===== src/hdl/ifl_defs.vh =====
// Purpose: constants for the channel 4-6 input fault latch bank
// Assumes: page 0 register space, 7-bit register locations, 8-bit data
// Notes: definitions only
`ifndef IFL_DEFS_VH
`define IFL_DEFS_VH
`define IFL_PAGE0 8'h00
`define IFL_ADDR_CH4 7'h31
`define IFL_ADDR_CH5 7'h32
`define IFL_ADDR_CH6 7'h33
`define IFL_ADDR_OVP 7'h35
`define IFL_ADDR_OVN 7'h36
`define IFL_LATCH_RESET 8'h00
`define IFL_BIT_OPEN 7
`define IFL_BIT_PAIR 6
`define IFL_BIT_PGND 5
`define IFL_BIT_MGND 4
`define IFL_BIT_PBIAS 3
`define IFL_BIT_MBIAS 2
`define IFL_BIT_PBAT 1
`define IFL_BIT_MBAT 0
`define IFL_BIT_OV_CH4 4
`define IFL_BIT_OV_CH5 3
`define IFL_BIT_OV_CH6 2
`endif


===== src/hdl/ifl_fault_bank.v =====
// Contract
// - channel 4 fault latch is read-only at page 0 location 0x31 and resets to zero.
// - channel 5 fault latch sits at page 0 location 0x32, resets to zero, six-channel only.
// - channel 6 fault latch sits at page 0 location 0x33, resets to zero, six-channel only.
// - bit 7 reads one once an open input has been seen on the channel.
// - bit 6 reads one once the two inputs of the channel were found shorted together.
// - bit 5 flags positive input shorted to ground and bit 4 the negative input.
// - bit 3 flags positive input shorted to mic bias and bit 2 the negative input.
// - bit 1 flags positive input shorted to battery and bit 0 the negative input.
// - every flag holds until a read clears it; host writes do not clear it.
// - bit 0 of each latch also clears when page 0 register 54 decimal is read.
// - channels 5 and 6 use channel 4's field layout on their own pins.
// - readback register 0x36 bit 4 holds channel 4 negative over-voltage, cleared by reading 0x31.
// - readback register 0x35 bit 4 holds channel 4 positive over-voltage, cleared by reading 49 decimal.
//
// Purpose: latched input fault status for channels 4, 5 and 6
// Assumes: control port delivers one-cycle regRead/regWrite strobes with page and address
// Notes: read data is registered one cycle after the strobe
`timescale 1ns/1ps
`include "ifl_defs.vh"
module ifl_fault_bank #(
	parameter SIX_CHANNEL = 1
) (
	clk,
	resetn,
	regPage,
	regAddr,
	regRead,
	regWrite,
	regWdata,
	regRdata,
	regRvalid,
	ch4Fault,
	ch5Fault,
	ch6Fault,
	ovPositive,
	ovNegative
);
	input wire clk;
	input wire resetn;
	input wire [7:0] regPage;
	input wire [6:0] regAddr;
	input wire regRead;
	input wire regWrite;
	input wire [7:0] regWdata;
	output reg [7:0] regRdata;
	output reg regRvalid;
	// detector levels/pulses, bit order as the latch layout
	input wire [7:0] ch4Fault;
	input wire [7:0] ch5Fault;
	input wire [7:0] ch6Fault;
	// over-voltage detectors for channels 4..6, index 0 is channel 4
	input wire [2:0] ovPositive;
	input wire [2:0] ovNegative;

	wire [7:0] ch4Sync;
	wire [7:0] ch5Sync;
	wire [7:0] ch6Sync;
	wire [2:0] ovPSync;
	wire [2:0] ovNSync;
	wire [7:0] ch4Flags;
	wire [7:0] ch5Flags;
	wire [7:0] ch6Flags;
	wire [7:0] ch4Set;
	wire [7:0] ch5Set;
	wire [7:0] ch6Set;

	reg [2:0] ovP_reg;
	reg [2:0] ovN_reg;
	reg [2:0] ovP_next;
	reg [2:0] ovN_next;
	reg [7:0] rdMux;

	wire page0;
	wire rd4;
	wire rd5;
	wire rd6;
	wire rdOvn;

	wire [7:0] clr4;
	wire [7:0] clr5;
	wire [7:0] clr6;
	wire [7:0] ovpView;
	wire [7:0] ovnView;

	function hit;
		input [6:0] a;
		input [6:0] target;
		input rd;
		input pg;
		begin
			hit = rd & pg & (a == target);
		end
	endfunction

	// same field order on every channel, bit positions from the defs
	function [7:0] layout;
		input [7:0] raw;
		begin
			layout = 8'h00;
			layout[`IFL_BIT_OPEN] = raw[7];
			layout[`IFL_BIT_PAIR] = raw[6];
			layout[`IFL_BIT_PGND] = raw[5];
			layout[`IFL_BIT_MGND] = raw[4];
			layout[`IFL_BIT_PBIAS] = raw[3];
			layout[`IFL_BIT_MBIAS] = raw[2];
			layout[`IFL_BIT_PBAT] = raw[1];
			layout[`IFL_BIT_MBAT] = raw[0];
		end
	endfunction

	// channel read clears all eight, a 0x36 read only bit 0, the negative battery bit
	function [7:0] clrMask;
		input rdCh;
		input rdOv;
		begin
			clrMask = {8{rdCh}};
			clrMask[`IFL_BIT_MBAT] = rdCh | rdOv;
		end
	endfunction

	// four-channel variants keep channels 5 and 6 silent
	function [7:0] gateUpper;
		input [7:0] v;
		begin
			gateUpper = (SIX_CHANNEL != 0) ? v : 8'h00;
		end
	endfunction

	// sticky step for a 3-bit over-voltage column, set wins
	function [2:0] ovStep;
		input [2:0] cur;
		input [2:0] clr;
		input [2:0] set;
		begin
			ovStep = (cur & ~clr) | set;
			if (SIX_CHANNEL == 0) begin
				ovStep[2:1] = 2'h0;
			end
		end
	endfunction

	function [7:0] ovView;
		input [2:0] flags;
		begin
			ovView = 8'h00;
			ovView[`IFL_BIT_OV_CH4] = flags[0];
			ovView[`IFL_BIT_OV_CH5] = flags[1];
			ovView[`IFL_BIT_OV_CH6] = flags[2];
		end
	endfunction

	// write data is accepted and dropped: these latches are read-only
	wire unusedWrite;
	assign unusedWrite = regWrite & (|regWdata);

	ifl_sync2 #(
		.W(8)
	) uSync4 (
		.clk(clk),
		.resetn(resetn),
		.asyncIn(ch4Fault),
		.syncOut(ch4Sync)
	);

	ifl_sync2 #(
		.W(8)
	) uSync5 (
		.clk(clk),
		.resetn(resetn),
		.asyncIn(ch5Fault),
		.syncOut(ch5Sync)
	);

	ifl_sync2 #(
		.W(8)
	) uSync6 (
		.clk(clk),
		.resetn(resetn),
		.asyncIn(ch6Fault),
		.syncOut(ch6Sync)
	);

	ifl_sync2 #(
		.W(3)
	) uSyncP (
		.clk(clk),
		.resetn(resetn),
		.asyncIn(ovPositive),
		.syncOut(ovPSync)
	);

	ifl_sync2 #(
		.W(3)
	) uSyncN (
		.clk(clk),
		.resetn(resetn),
		.asyncIn(ovNegative),
		.syncOut(ovNSync)
	);

	assign page0 = (regPage == `IFL_PAGE0);
	assign rd4 = hit(regAddr, `IFL_ADDR_CH4, regRead, page0);
	assign rd5 = hit(regAddr, `IFL_ADDR_CH5, regRead, page0);
	assign rd6 = hit(regAddr, `IFL_ADDR_CH6, regRead, page0);
	assign rdOvn = hit(regAddr, `IFL_ADDR_OVN, regRead, page0);

	// only reads clear; writes never reach the clear masks
	assign clr4 = clrMask(rd4, rdOvn);
	assign clr5 = clrMask(rd5, rdOvn);
	assign clr6 = clrMask(rd6, rdOvn);

	// four-channel variants tie the upper channels off
	assign ch4Set = layout(ch4Sync);
	assign ch5Set = gateUpper(layout(ch5Sync));
	assign ch6Set = gateUpper(layout(ch6Sync));

	// bit map 7 open, 6 pair, 5/4 gnd, 3/2 bias, 1/0 battery
	ifl_latch8 uLatch4 (
		.clk(clk),
		.resetn(resetn),
		.setIn(ch4Set),
		.clearMask(clr4),
		.flags_reg(ch4Flags)
	);
	ifl_latch8 uLatch5 (
		.clk(clk),
		.resetn(resetn),
		.setIn(ch5Set),
		.clearMask(clr5),
		.flags_reg(ch5Flags)
	);
	ifl_latch8 uLatch6 (
		.clk(clk),
		.resetn(resetn),
		.setIn(ch6Set),
		.clearMask(clr6),
		.flags_reg(ch6Flags)
	);

	// over-voltage flags clear on a read of their channel latch, set wins
	always @* begin
		ovP_next = ovStep(ovP_reg, {rd6, rd5, rd4}, ovPSync);
		ovN_next = ovStep(ovN_reg, {rd6, rd5, rd4}, ovNSync);
	end

	always @(posedge clk or negedge resetn) begin
		if (!resetn) begin
			ovP_reg <= 3'h0;
		end else begin
			ovP_reg <= ovP_next;
		end
	end

	always @(posedge clk or negedge resetn) begin
		if (!resetn) begin
			ovN_reg <= 3'h0;
		end else begin
			ovN_reg <= ovN_next;
		end
	end

	assign ovpView = ovView(ovP_reg);
	assign ovnView = ovView(ovN_reg);

	// value sampled before the clear lands, so a read sees the flags it clears
	always @* begin
		rdMux = 8'h00;
		if (page0) begin
			case (regAddr)
				`IFL_ADDR_CH4: rdMux = ch4Flags;
				`IFL_ADDR_CH5: rdMux = ch5Flags;
				`IFL_ADDR_CH6: rdMux = ch6Flags;
				`IFL_ADDR_OVP: rdMux = ovpView;
				`IFL_ADDR_OVN: rdMux = ovnView;
				default: rdMux = 8'h00;
			endcase
		end
	end

	always @(posedge clk or negedge resetn) begin
		if (!resetn) begin
			regRvalid <= 1'b0;
		end else begin
			regRvalid <= regRead;
		end
	end

	// data holds between reads so a slow host can pick it up late
	always @(posedge clk or negedge resetn) begin
		if (!resetn) begin
			regRdata <= 8'h00;
		end else begin
			if (regRead) begin
				regRdata <= rdMux;
			end
		end
	end
endmodule // ifl_fault_bank


===== src/hdl/ifl_latch8.v =====
// Purpose: eight sticky fault flags with read-clear
// Assumes: set and clear are one-cycle-qualified on clk
// Notes: set wins over clear in the same cycle
`timescale 1ns/1ps
`include "ifl_defs.vh"
module ifl_latch8 (
	clk,
	resetn,
	setIn,
	clearMask,
	flags_reg
);
	input wire clk;
	input wire resetn;
	input wire [7:0] setIn;
	input wire [7:0] clearMask;
	output reg [7:0] flags_reg;
	wire [7:0] flags_next;
	// a fault still present keeps the flag set through the clear, since set wins
	assign flags_next = (flags_reg & ~clearMask) | setIn;
	always @(posedge clk or negedge resetn) begin
		if (!resetn) begin
			flags_reg <= `IFL_LATCH_RESET;
		end else begin
			flags_reg <= flags_next;
		end
	end
endmodule // ifl_latch8


===== src/hdl/ifl_sync2.v =====
// Purpose: two-stage synchroniser for a bus of detector levels
// Assumes: inputs come from the analog domain
// Notes: first stage feeds only the second
`timescale 1ns/1ps
module ifl_sync2 #(
	parameter W = 8
) (
	clk,
	resetn,
	asyncIn,
	syncOut
);
	input wire clk;
	input wire resetn;
	input wire [W-1:0] asyncIn;
	output reg [W-1:0] syncOut;
	reg [W-1:0] stage1_reg;
	always @(posedge clk or negedge resetn) begin
		if (!resetn) begin
			stage1_reg <= {W{1'b0}};
			syncOut <= {W{1'b0}};
		end else begin
			stage1_reg <= asyncIn;
			syncOut <= stage1_reg;
		end
	end
endmodule // ifl_sync2


===== config.mk =====
export PLATFORM = sky130hd
export DESIGN_NAME = ifl_fault_bank
export DESIGN_NICKNAME = d
export VERILOG_FILES = /design/src/hdl/ifl_fault_bank.v /design/src/hdl/ifl_latch8.v /design/src/hdl/ifl_sync2.v
export VERILOG_INCLUDE_DIRS = /design/src /design/src/hdl
export SDC_FILE = /design/constraint.sdc
export NUM_CORES = 1
export LEC_CHECK = 0
export ABC_CLOCK_PERIOD_IN_PS = 1360
export BUFFER_PORTS_ARGS = -buffer_cell sky130_fd_sc_hd__buf_2
export CAP_MARGIN = 5
export CORE_ASPECT_RATIO = 0.75
export CORE_MARGIN = 2
export CORE_UTILIZATION = 35
export DETAILED_ROUTE_END_ITERATION = 16
export RECOVER_POWER = 25
export SYNTH_ARGS = -nofsm -noshare
export SYNTH_HDL_FRONTEND = slang
export SYNTH_HIERARCHICAL = 1
export SYNTH_SLANG_ARGS = --single-unit

===== constraint.sdc =====
create_clock -name clk -period 1.36 [get_ports clk]
set_input_delay 0.204 -clock clk [delete_from_list [all_inputs] [get_ports clk]]
set_output_delay 0.204 -clock clk [all_outputs]
set_load 0.005 [all_outputs]

==> results.tsv, run 1 <==
stage	metric	value	unit
status	status	finished, final reports clean	
placement	io_buffers	56	
hold_path	min-delay-path-class	in2async	
final_layout	layout-drive-gt1-share	0.304	
routing	wl_met2	2630	µm
yosys	synth_compound_area_frac	0.113	
yosys	yosys.cell_types.count	23	
clock_tree	tritoncts.num_buffers	9	
clock_tree	worstSkewPairLatency	340	ps
yosys	synth.most_common_cell	dfrtp_1	
timing	finalClockSkew	6.08	ps
global_route	grt_usage	0.126	
worst_setup_path	rr_worst_depth	3	
worst_setup_path	startpoint_type	input port	
placement	hpwlAfterDp	4040	µm
global_route	grt_max_degree	42	
yosys	ys_warn_count	6	
global_route	grt_overflow	0	
yosys	synth_nets	277	
die	ioPinCount	66	
yosys	yosysTopAreaCellShare	0.751	
timing	setup_viol	0	
yosys	seq_area_frac_synth	0.751	
placement	post-place-ws	-321	ps
die	dieHeight	88.1	µm
routing	first_iter_violations	63	
final_layout	areaGrowthSynthToFinish	35.1	%
yosys	ys.flop_type	dfrtp_1	
worst_setup_path	cp_max_fo	7	
die	fp-row-count	30	
routing	drc_errors	0	
routing	first_pass_iters	5	
job	drv_cap	0	
yosys	ys_ff_latch	99	
clock_tree	ctsLongestPathBuffers	2	
timing	period_needed	1320	ps
power	power.leakage	1.89	nW
power	power.density	1330	nW/µm²
yosys	post_synth.cell_area_avg	15.0	µm²
yosys	synthCells	220	
clock_tree	cts_tree	done	
final_layout	post-route-util	0.488	
timing	fin_crit_sh	0.970	
yosys	synth_common_cells	99 x dfrtp_1, 35 x inv_1, 30 x a21o_1	
worst_setup_path	required	1590	ps
routing	m1WireLength	2810	µm
timing	grt_setup_unrepaired	no	
die	die_w	116	µm
worst_setup_path	crit_arrival	1550	ps
placement	place_congestion	0.761	
worst_setup_path	cp-end-kind	flop	
clock_tree	cts_setup_buffers	0	
yosys	synthMuxAreaShare	0.0273	
worst_setup_path	critPathKind	in2reg	
clock_tree	clk_pin_slew	70	ps
global_route	grt_pass1_wl	9370	µm
global_route	antenna_found_initial	0	
yosys	synth-simple-area-share	0.0577	
power	peakVddDrop	745	µV
routing	wl_per_cell	12.7	µm
routing	top_layer	met4	
routing	ant_nets	0	
yosys	synth_edf_count	0	
die	core_area	9120	µm²
timing	max_clock_freq	758	MHz
yosys	synth_top_family_by_area	compound AO/OA/AOI/OAI gates	
clock_tree	cts_sinks	99	
timing	fin_ws	40.3	ps
yosys	syn_area	3300	µm²
timing	tightest_slew	512	ps
final_layout	diodes	0	
routing	vias	1927	
routing	finalWirelength	5820	µm
timing	finalMaxSlewViolations	0	
final_layout	layout.nets	382	
yosys	synth_fa_ha_area_frac	0	
timing	max_slew_margin	0.659	
yosys	synth_xor_area_frac	0.00266	
die	start_util	0.362	
timing	hold_violations	0	
yosys	yosysTopAreaCell	dfrtp_1	
clock_tree	clockRootBuffer	clkbuf_16	
yosys	async_flop_share	1.00	
global_route	grt_pass1_vias	1951	
yosys	synthTopCellsByArea	dfrtp_1 75%, a21o_1 6.8%, inv_1 4.0%	
die	die_area	10200	µm²
routing	drt-vias-per-instance	4.22	
routing	wl_met3	350	µm
clock_tree	htreeDepth	3	
## per-stage QoR
step	power, mW	TNS [ps]	instance area, µm²	hold slack [ps]	cells
2_1_floorplan	3.18	-1190	3310	-91.6	220
3_3_place_gp	3.36	-6320	3830	131	411
3_5_place_dp	3.36	-7930	3830	138	411
4_1_cts	6.00	0	4460	193	457
5_1_grt	6.19	0	4450	344	457
6_report	5.94	0	4450	315	457
## worst max-delay path: stages
cell and delay, ps:
buf_2 110, nor4b_4 320, nand4b_4 190, or3_4 400
inv_6 100, inv_1 50, a21o_1 170
## final timing paths
kind | from | endpoint | slack, ps
max | regPage[3] | uLatch5/flags_reg[5] | 40
min | resetn | uLatch4/flags_reg[6] | 320
max reg2reg | uLatch5/flags_reg[3] | regRdata[3] | 120
min reg2reg | uSync4/stage1_reg[5] | uSync4/syncOut[5] | 350
max in group asynchronous | resetn | uSyncP/stage1_reg[1] | 530
min in group clk | uSync4/stage1_reg[5] | uSync4/syncOut[5] | 350
## cell families (layout without fill, tap and decap cells)
kind of cell / count (synthesis) / count (layout)
mux: 8 / 8
buf+inv: 40 / 149
simple gates: 22 / 22
compound gates: 50 / 50
flops: 99 / 99
xor+xnor: 1 / 1
## metal layers
layer | global-route usage | vias up
li1 | - | 936
met1 | 0.173 | 928
met4 | 0.0455 | 0
met2 | 0.181 | 59
met3 | 0.0533 | 4
met5 | 0 | -
## what timing repair did
action	in CTS	in global routing
resized for setup	0	1
endpoints found under the hold margin	54	0
hold buffers	31	0
endpoints found under the setup margin	0	1
## cell type report
cell class / instances / area [µm²]
fillers: 806 / 4670
flip-flops and latches: 99 / 2480
repair buffers: 99 / 704
clock inverters: 4 / 57.6
clock buffers: 11 / 253
multi-input cells: 81 / 663
inverters: 35 / 139
well taps: 128 / 160
## cells in the final DEF (no fill, tap or decap), types with 2 or more instances in the layout
| master | synthesis | final |
|---|---|---|
| or3_4 | 4 | 4 |
| clkbuf_8 | 0 | 2 |
| a22o_1 | 3 | 3 |
| clkbuf_16 | 0 | 9 |
| dlygate4sd3_1 | 0 | 31 |
| nand2b_1 | 2 | 2 |
| buf_12 | 0 | 2 |
| buf_4 | 0 | 10 |
| buf_2 | 0 | 55 |
| nor2b_1 | 3 | 3 |
| nand2_1 | 3 | 3 |
| nor2_1 | 4 | 4 |
| a22oi_1 | 5 | 5 |
| inv_1 | 35 | 32 |
| mux2_2 | 8 | 8 |
| o22ai_1 | 8 | 8 |
| a222oi_1 | 3 | 3 |
| dfrtp_1 | 99 | 99 |
| a21o_1 | 30 | 30 |
| inv_6 | 0 | 2 |
## power breakdown
group	switching (mW)	internal, mW	total (mW)
clock network	1.04	1.53	2.58
logic	0.137	0.164	0.301
registers	0.0270	3.04	3.06
total	1.21	4.73	5.94
(Power assumes the default switching activity.)
==> inputs of run 2 (changes only) <==
PLACE_DENSITY = 0.67   (was default)
==> run 2 against run 1 <==
Utilization shrank 0.096 points. Combinational power increased by 2%. Clock power decreased by 11%. Largest power group unchanged. Highest routed layer unchanged.
==> results.tsv, run 2 (synthesis gave the netlist of run 1 again) <==
stage	metric	value	unit	change
status	status	finished, final reports clean		unchanged
routing	finalWirelength	6070	µm	was 5820 µm
worst_setup_path	crit_arrival	1540	ps	was 1550 ps
timing	max_slew_margin	0.683		was 0.659
die	fp-row-count	30		unchanged
die	dieHeight	88.1	µm	unchanged
die	start_util	0.362		unchanged
timing	fin_crit_sh	0.967		was 0.970
final_layout	post-route-util	0.487		was 0.488
global_route	grt_pass1_wl	10300	µm	was 9370 µm
final_layout	diodes	0		unchanged
routing	first_pass_iters	4		was 5
worst_setup_path	r2r_slack	90	ps	was 120 ps
power	finalPower	5.66	mW	was 5.94 mW
worst_setup_path	critPathSlowestCell	or3_4		unchanged
worst_setup_path	worstPathCellList	buf_2 > nor4b_4 > nand4b_4 > or3_4 > inv_8 > inv_1 > a21o_1		was buf_2 > nor4b_4 > nand4b_4 > or3_4 > inv_6 > inv_1 > a21o_1
die	ioPinCount	66		unchanged
final_layout	areaGrowthSynthToFinish	34.8	%	was 35.1%
clock_tree	tritoncts.num_buffers	9		unchanged
routing	vias	1984		was 1,927
worst_setup_path	cp_top_family	simple AND/OR/NAND/NOR gates		unchanged
die	die_w	116	µm	unchanged
timing	period_needed	1320	ps	about the same
final_layout	seqCellArea	2480	µm²	unchanged
global_route	grt_overflow	0		unchanged
die	die_area	10200	µm²	unchanged
timing	finalMaxSlewViolations	0		unchanged
worst_setup_path	startpoint_type	input port		unchanged
placement	io_buffers	56		unchanged
worst_setup_path	crit_buf_inv	3		unchanged
worst_setup_path	required	1590	ps	about the same
clock_tree	clockRootBuffer	clkbuf_16		unchanged
global_route	grt_usage	0.136		was 0.126
hold_path	min-delay-path-class	in2async		unchanged
power	peakVddDrop	735	µV	was 745 µV
power	power.leakage	1.89	nW	about the same
timing	max_clock_freq	760	MHz	was 758 MHz
final_layout	layout.nets	385		was 382
clock_tree	htreeDepth	3		unchanged
timing	grt_setup_unrepaired	yes		was no
worst_setup_path	cp_max_fo	7		unchanged
clock_tree	worstSkewPairLatency	340	ps	about the same
timing	hold_violations	0		unchanged
global_route	grt_max_degree	41		was 42
timing	finalClockSkew	3.43	ps	was 6.08 ps
worst_setup_path	r2r-start	uLatch5/flags_reg[3]		unchanged
timing	tightest_slew	476	ps	was 512 ps
global_route	antenna_found_initial	0		unchanged
clock_tree	clk_pin_slew	60	ps	was 70 ps
timing	setup_viol	0		unchanged
worst_setup_path	cp-end-kind	flop		unchanged
worst_setup_path	rr_worst_depth	3		unchanged
placement	hpwlAfterDp	4160	µm	was 4040 µm
placement	place_congestion	0.824		was 0.761
final_layout	layout-drive-gt1-share	0.318		was 0.304
clock_tree	cts_sinks	99		unchanged
final_layout	fill_cells	787		was 806
routing	first_iter_violations	71		was 63
routing	drc_errors	0		unchanged
final_layout	multiInputGateArea	669	µm²	was 663 µm²
die	core_area	9120	µm²	unchanged
clock_tree	cts_tree	done		unchanged
global_route	grt_pass1_vias	2062		was 1,951
worst_setup_path	rr_endpoint	regRdata[3]		unchanged
routing	drt-vias-per-instance	4.30		was 4.22
worst_setup_path	critPathKind	in2reg		unchanged
job	drv_cap	0		unchanged
final_layout	final_common_cell	dfrtp_1		unchanged
worst_setup_path	cp_slowest_stage_delay	400	ps	about the same
power	power.density	1270	nW/µm²	was 1330 nW/µm²
final_layout	final_cell_mix	99 x dfrtp_1, 55 x buf_2, 31 x dlygate4sd3_1		was 99 x dfrtp_1, 55 x buf_2, 32 x inv_1
clock_tree	ctsLongestPathBuffers	2		unchanged
routing	ant_nets	0		unchanged
routing	wl_per_cell	13.2	µm	was 12.7 µm
-- run 2: changes by cell type in the layout (fill, tap and decap cells not counted), sizes merged --
cell,before,now
buf,67,70
bufinv,1,0
clkinv,0,2
-- run 2: layout make-up --
cell class,instances,share of cell area
timing repair buffer,102,0.164
sequential,99,0.557
clock inverter,5,0.00844
inverter,35,0.0318
tap,128,0.0360
multi-input combinational,81,0.151
clock buffer,11,0.0524
-- run 2: what timing repair did --
item	in CTS	in global routing
hold buffers	31	0
pin swaps	3	3
endpoints found under the hold margin	56	0
setup endpoints to repair	1	14
resized for setup	2	4
buffers inserted	0	1
gates cloned	0	0
-- run 2: how the worst max path moves through the flow --
stage / from / cells past startpoint / end / slack, ps
6_report: regPage[3] / 7 / uLatch5/flags_reg[7] / 40
5_1_grt: regAddr[6] / 6 / ovP_reg[1] / -10
4_1_cts: regPage[5] / 7 / uLatch5/flags_reg[7] / 10
3_5_place_dp: regAddr[6] / 7 / uLatch5/flags_reg[5] / -350
3_3_place_gp: regAddr[6] / 7 / uLatch5/flags_reg[4] / -250
2_1_floorplan: regRead / 7 / uLatch5/flags_reg[1] / -80
-- run 2: worst register-to-register path, delay by kind of cell, from the launching register on --
| family | cells | cell delay [ps] |
|---|---|---|
| flip-flops | 1 | 390 |
| multiplexers | 1 | 270 |
| AO/OA/AOI/OAI | 2 | 470 |
-- run 2: per-stage QoR --
| stage | TNS (ps) | worst slack [ps] | cells | hold slack (ps) | cell area [µm²] |
|---|---|---|---|---|---|
| global route | -60.0 | -15.0 | 461 | 348 | 4450 |
| finish | 0 | 44.2 | 461 | 321 | 4450 |
| floorplan | -1190 | -84.7 | 220 | -91.6 | 3310 |
| detailed placement | -9680 | -353 | 413 | 136 | 3850 |
| CTS | 0 | 11.3 | 460 | 196 | 4430 |
| global placement | -6850 | -253 | 413 | 134 | 3850 |
-- run 2: routing by layer --
metal | global-route usage | share of wire | up-vias
met5 | 0 | 0 | -
met1 | 0.175 | 0.44 | 968
li1 | - | - | 941
met3 | 0.0415 | 0.058 | 12
met4 | 0.0519 | 0.015 | 0
met2 | 0.220 | 0.49 | 63
-- run 2: power breakdown --
part	total (mW)	internal, mW	switching [mW]
combinational	0.306	0.167	0.139
sequential	3.06	3.04	0.0288
clock	2.29	1.25	1.04
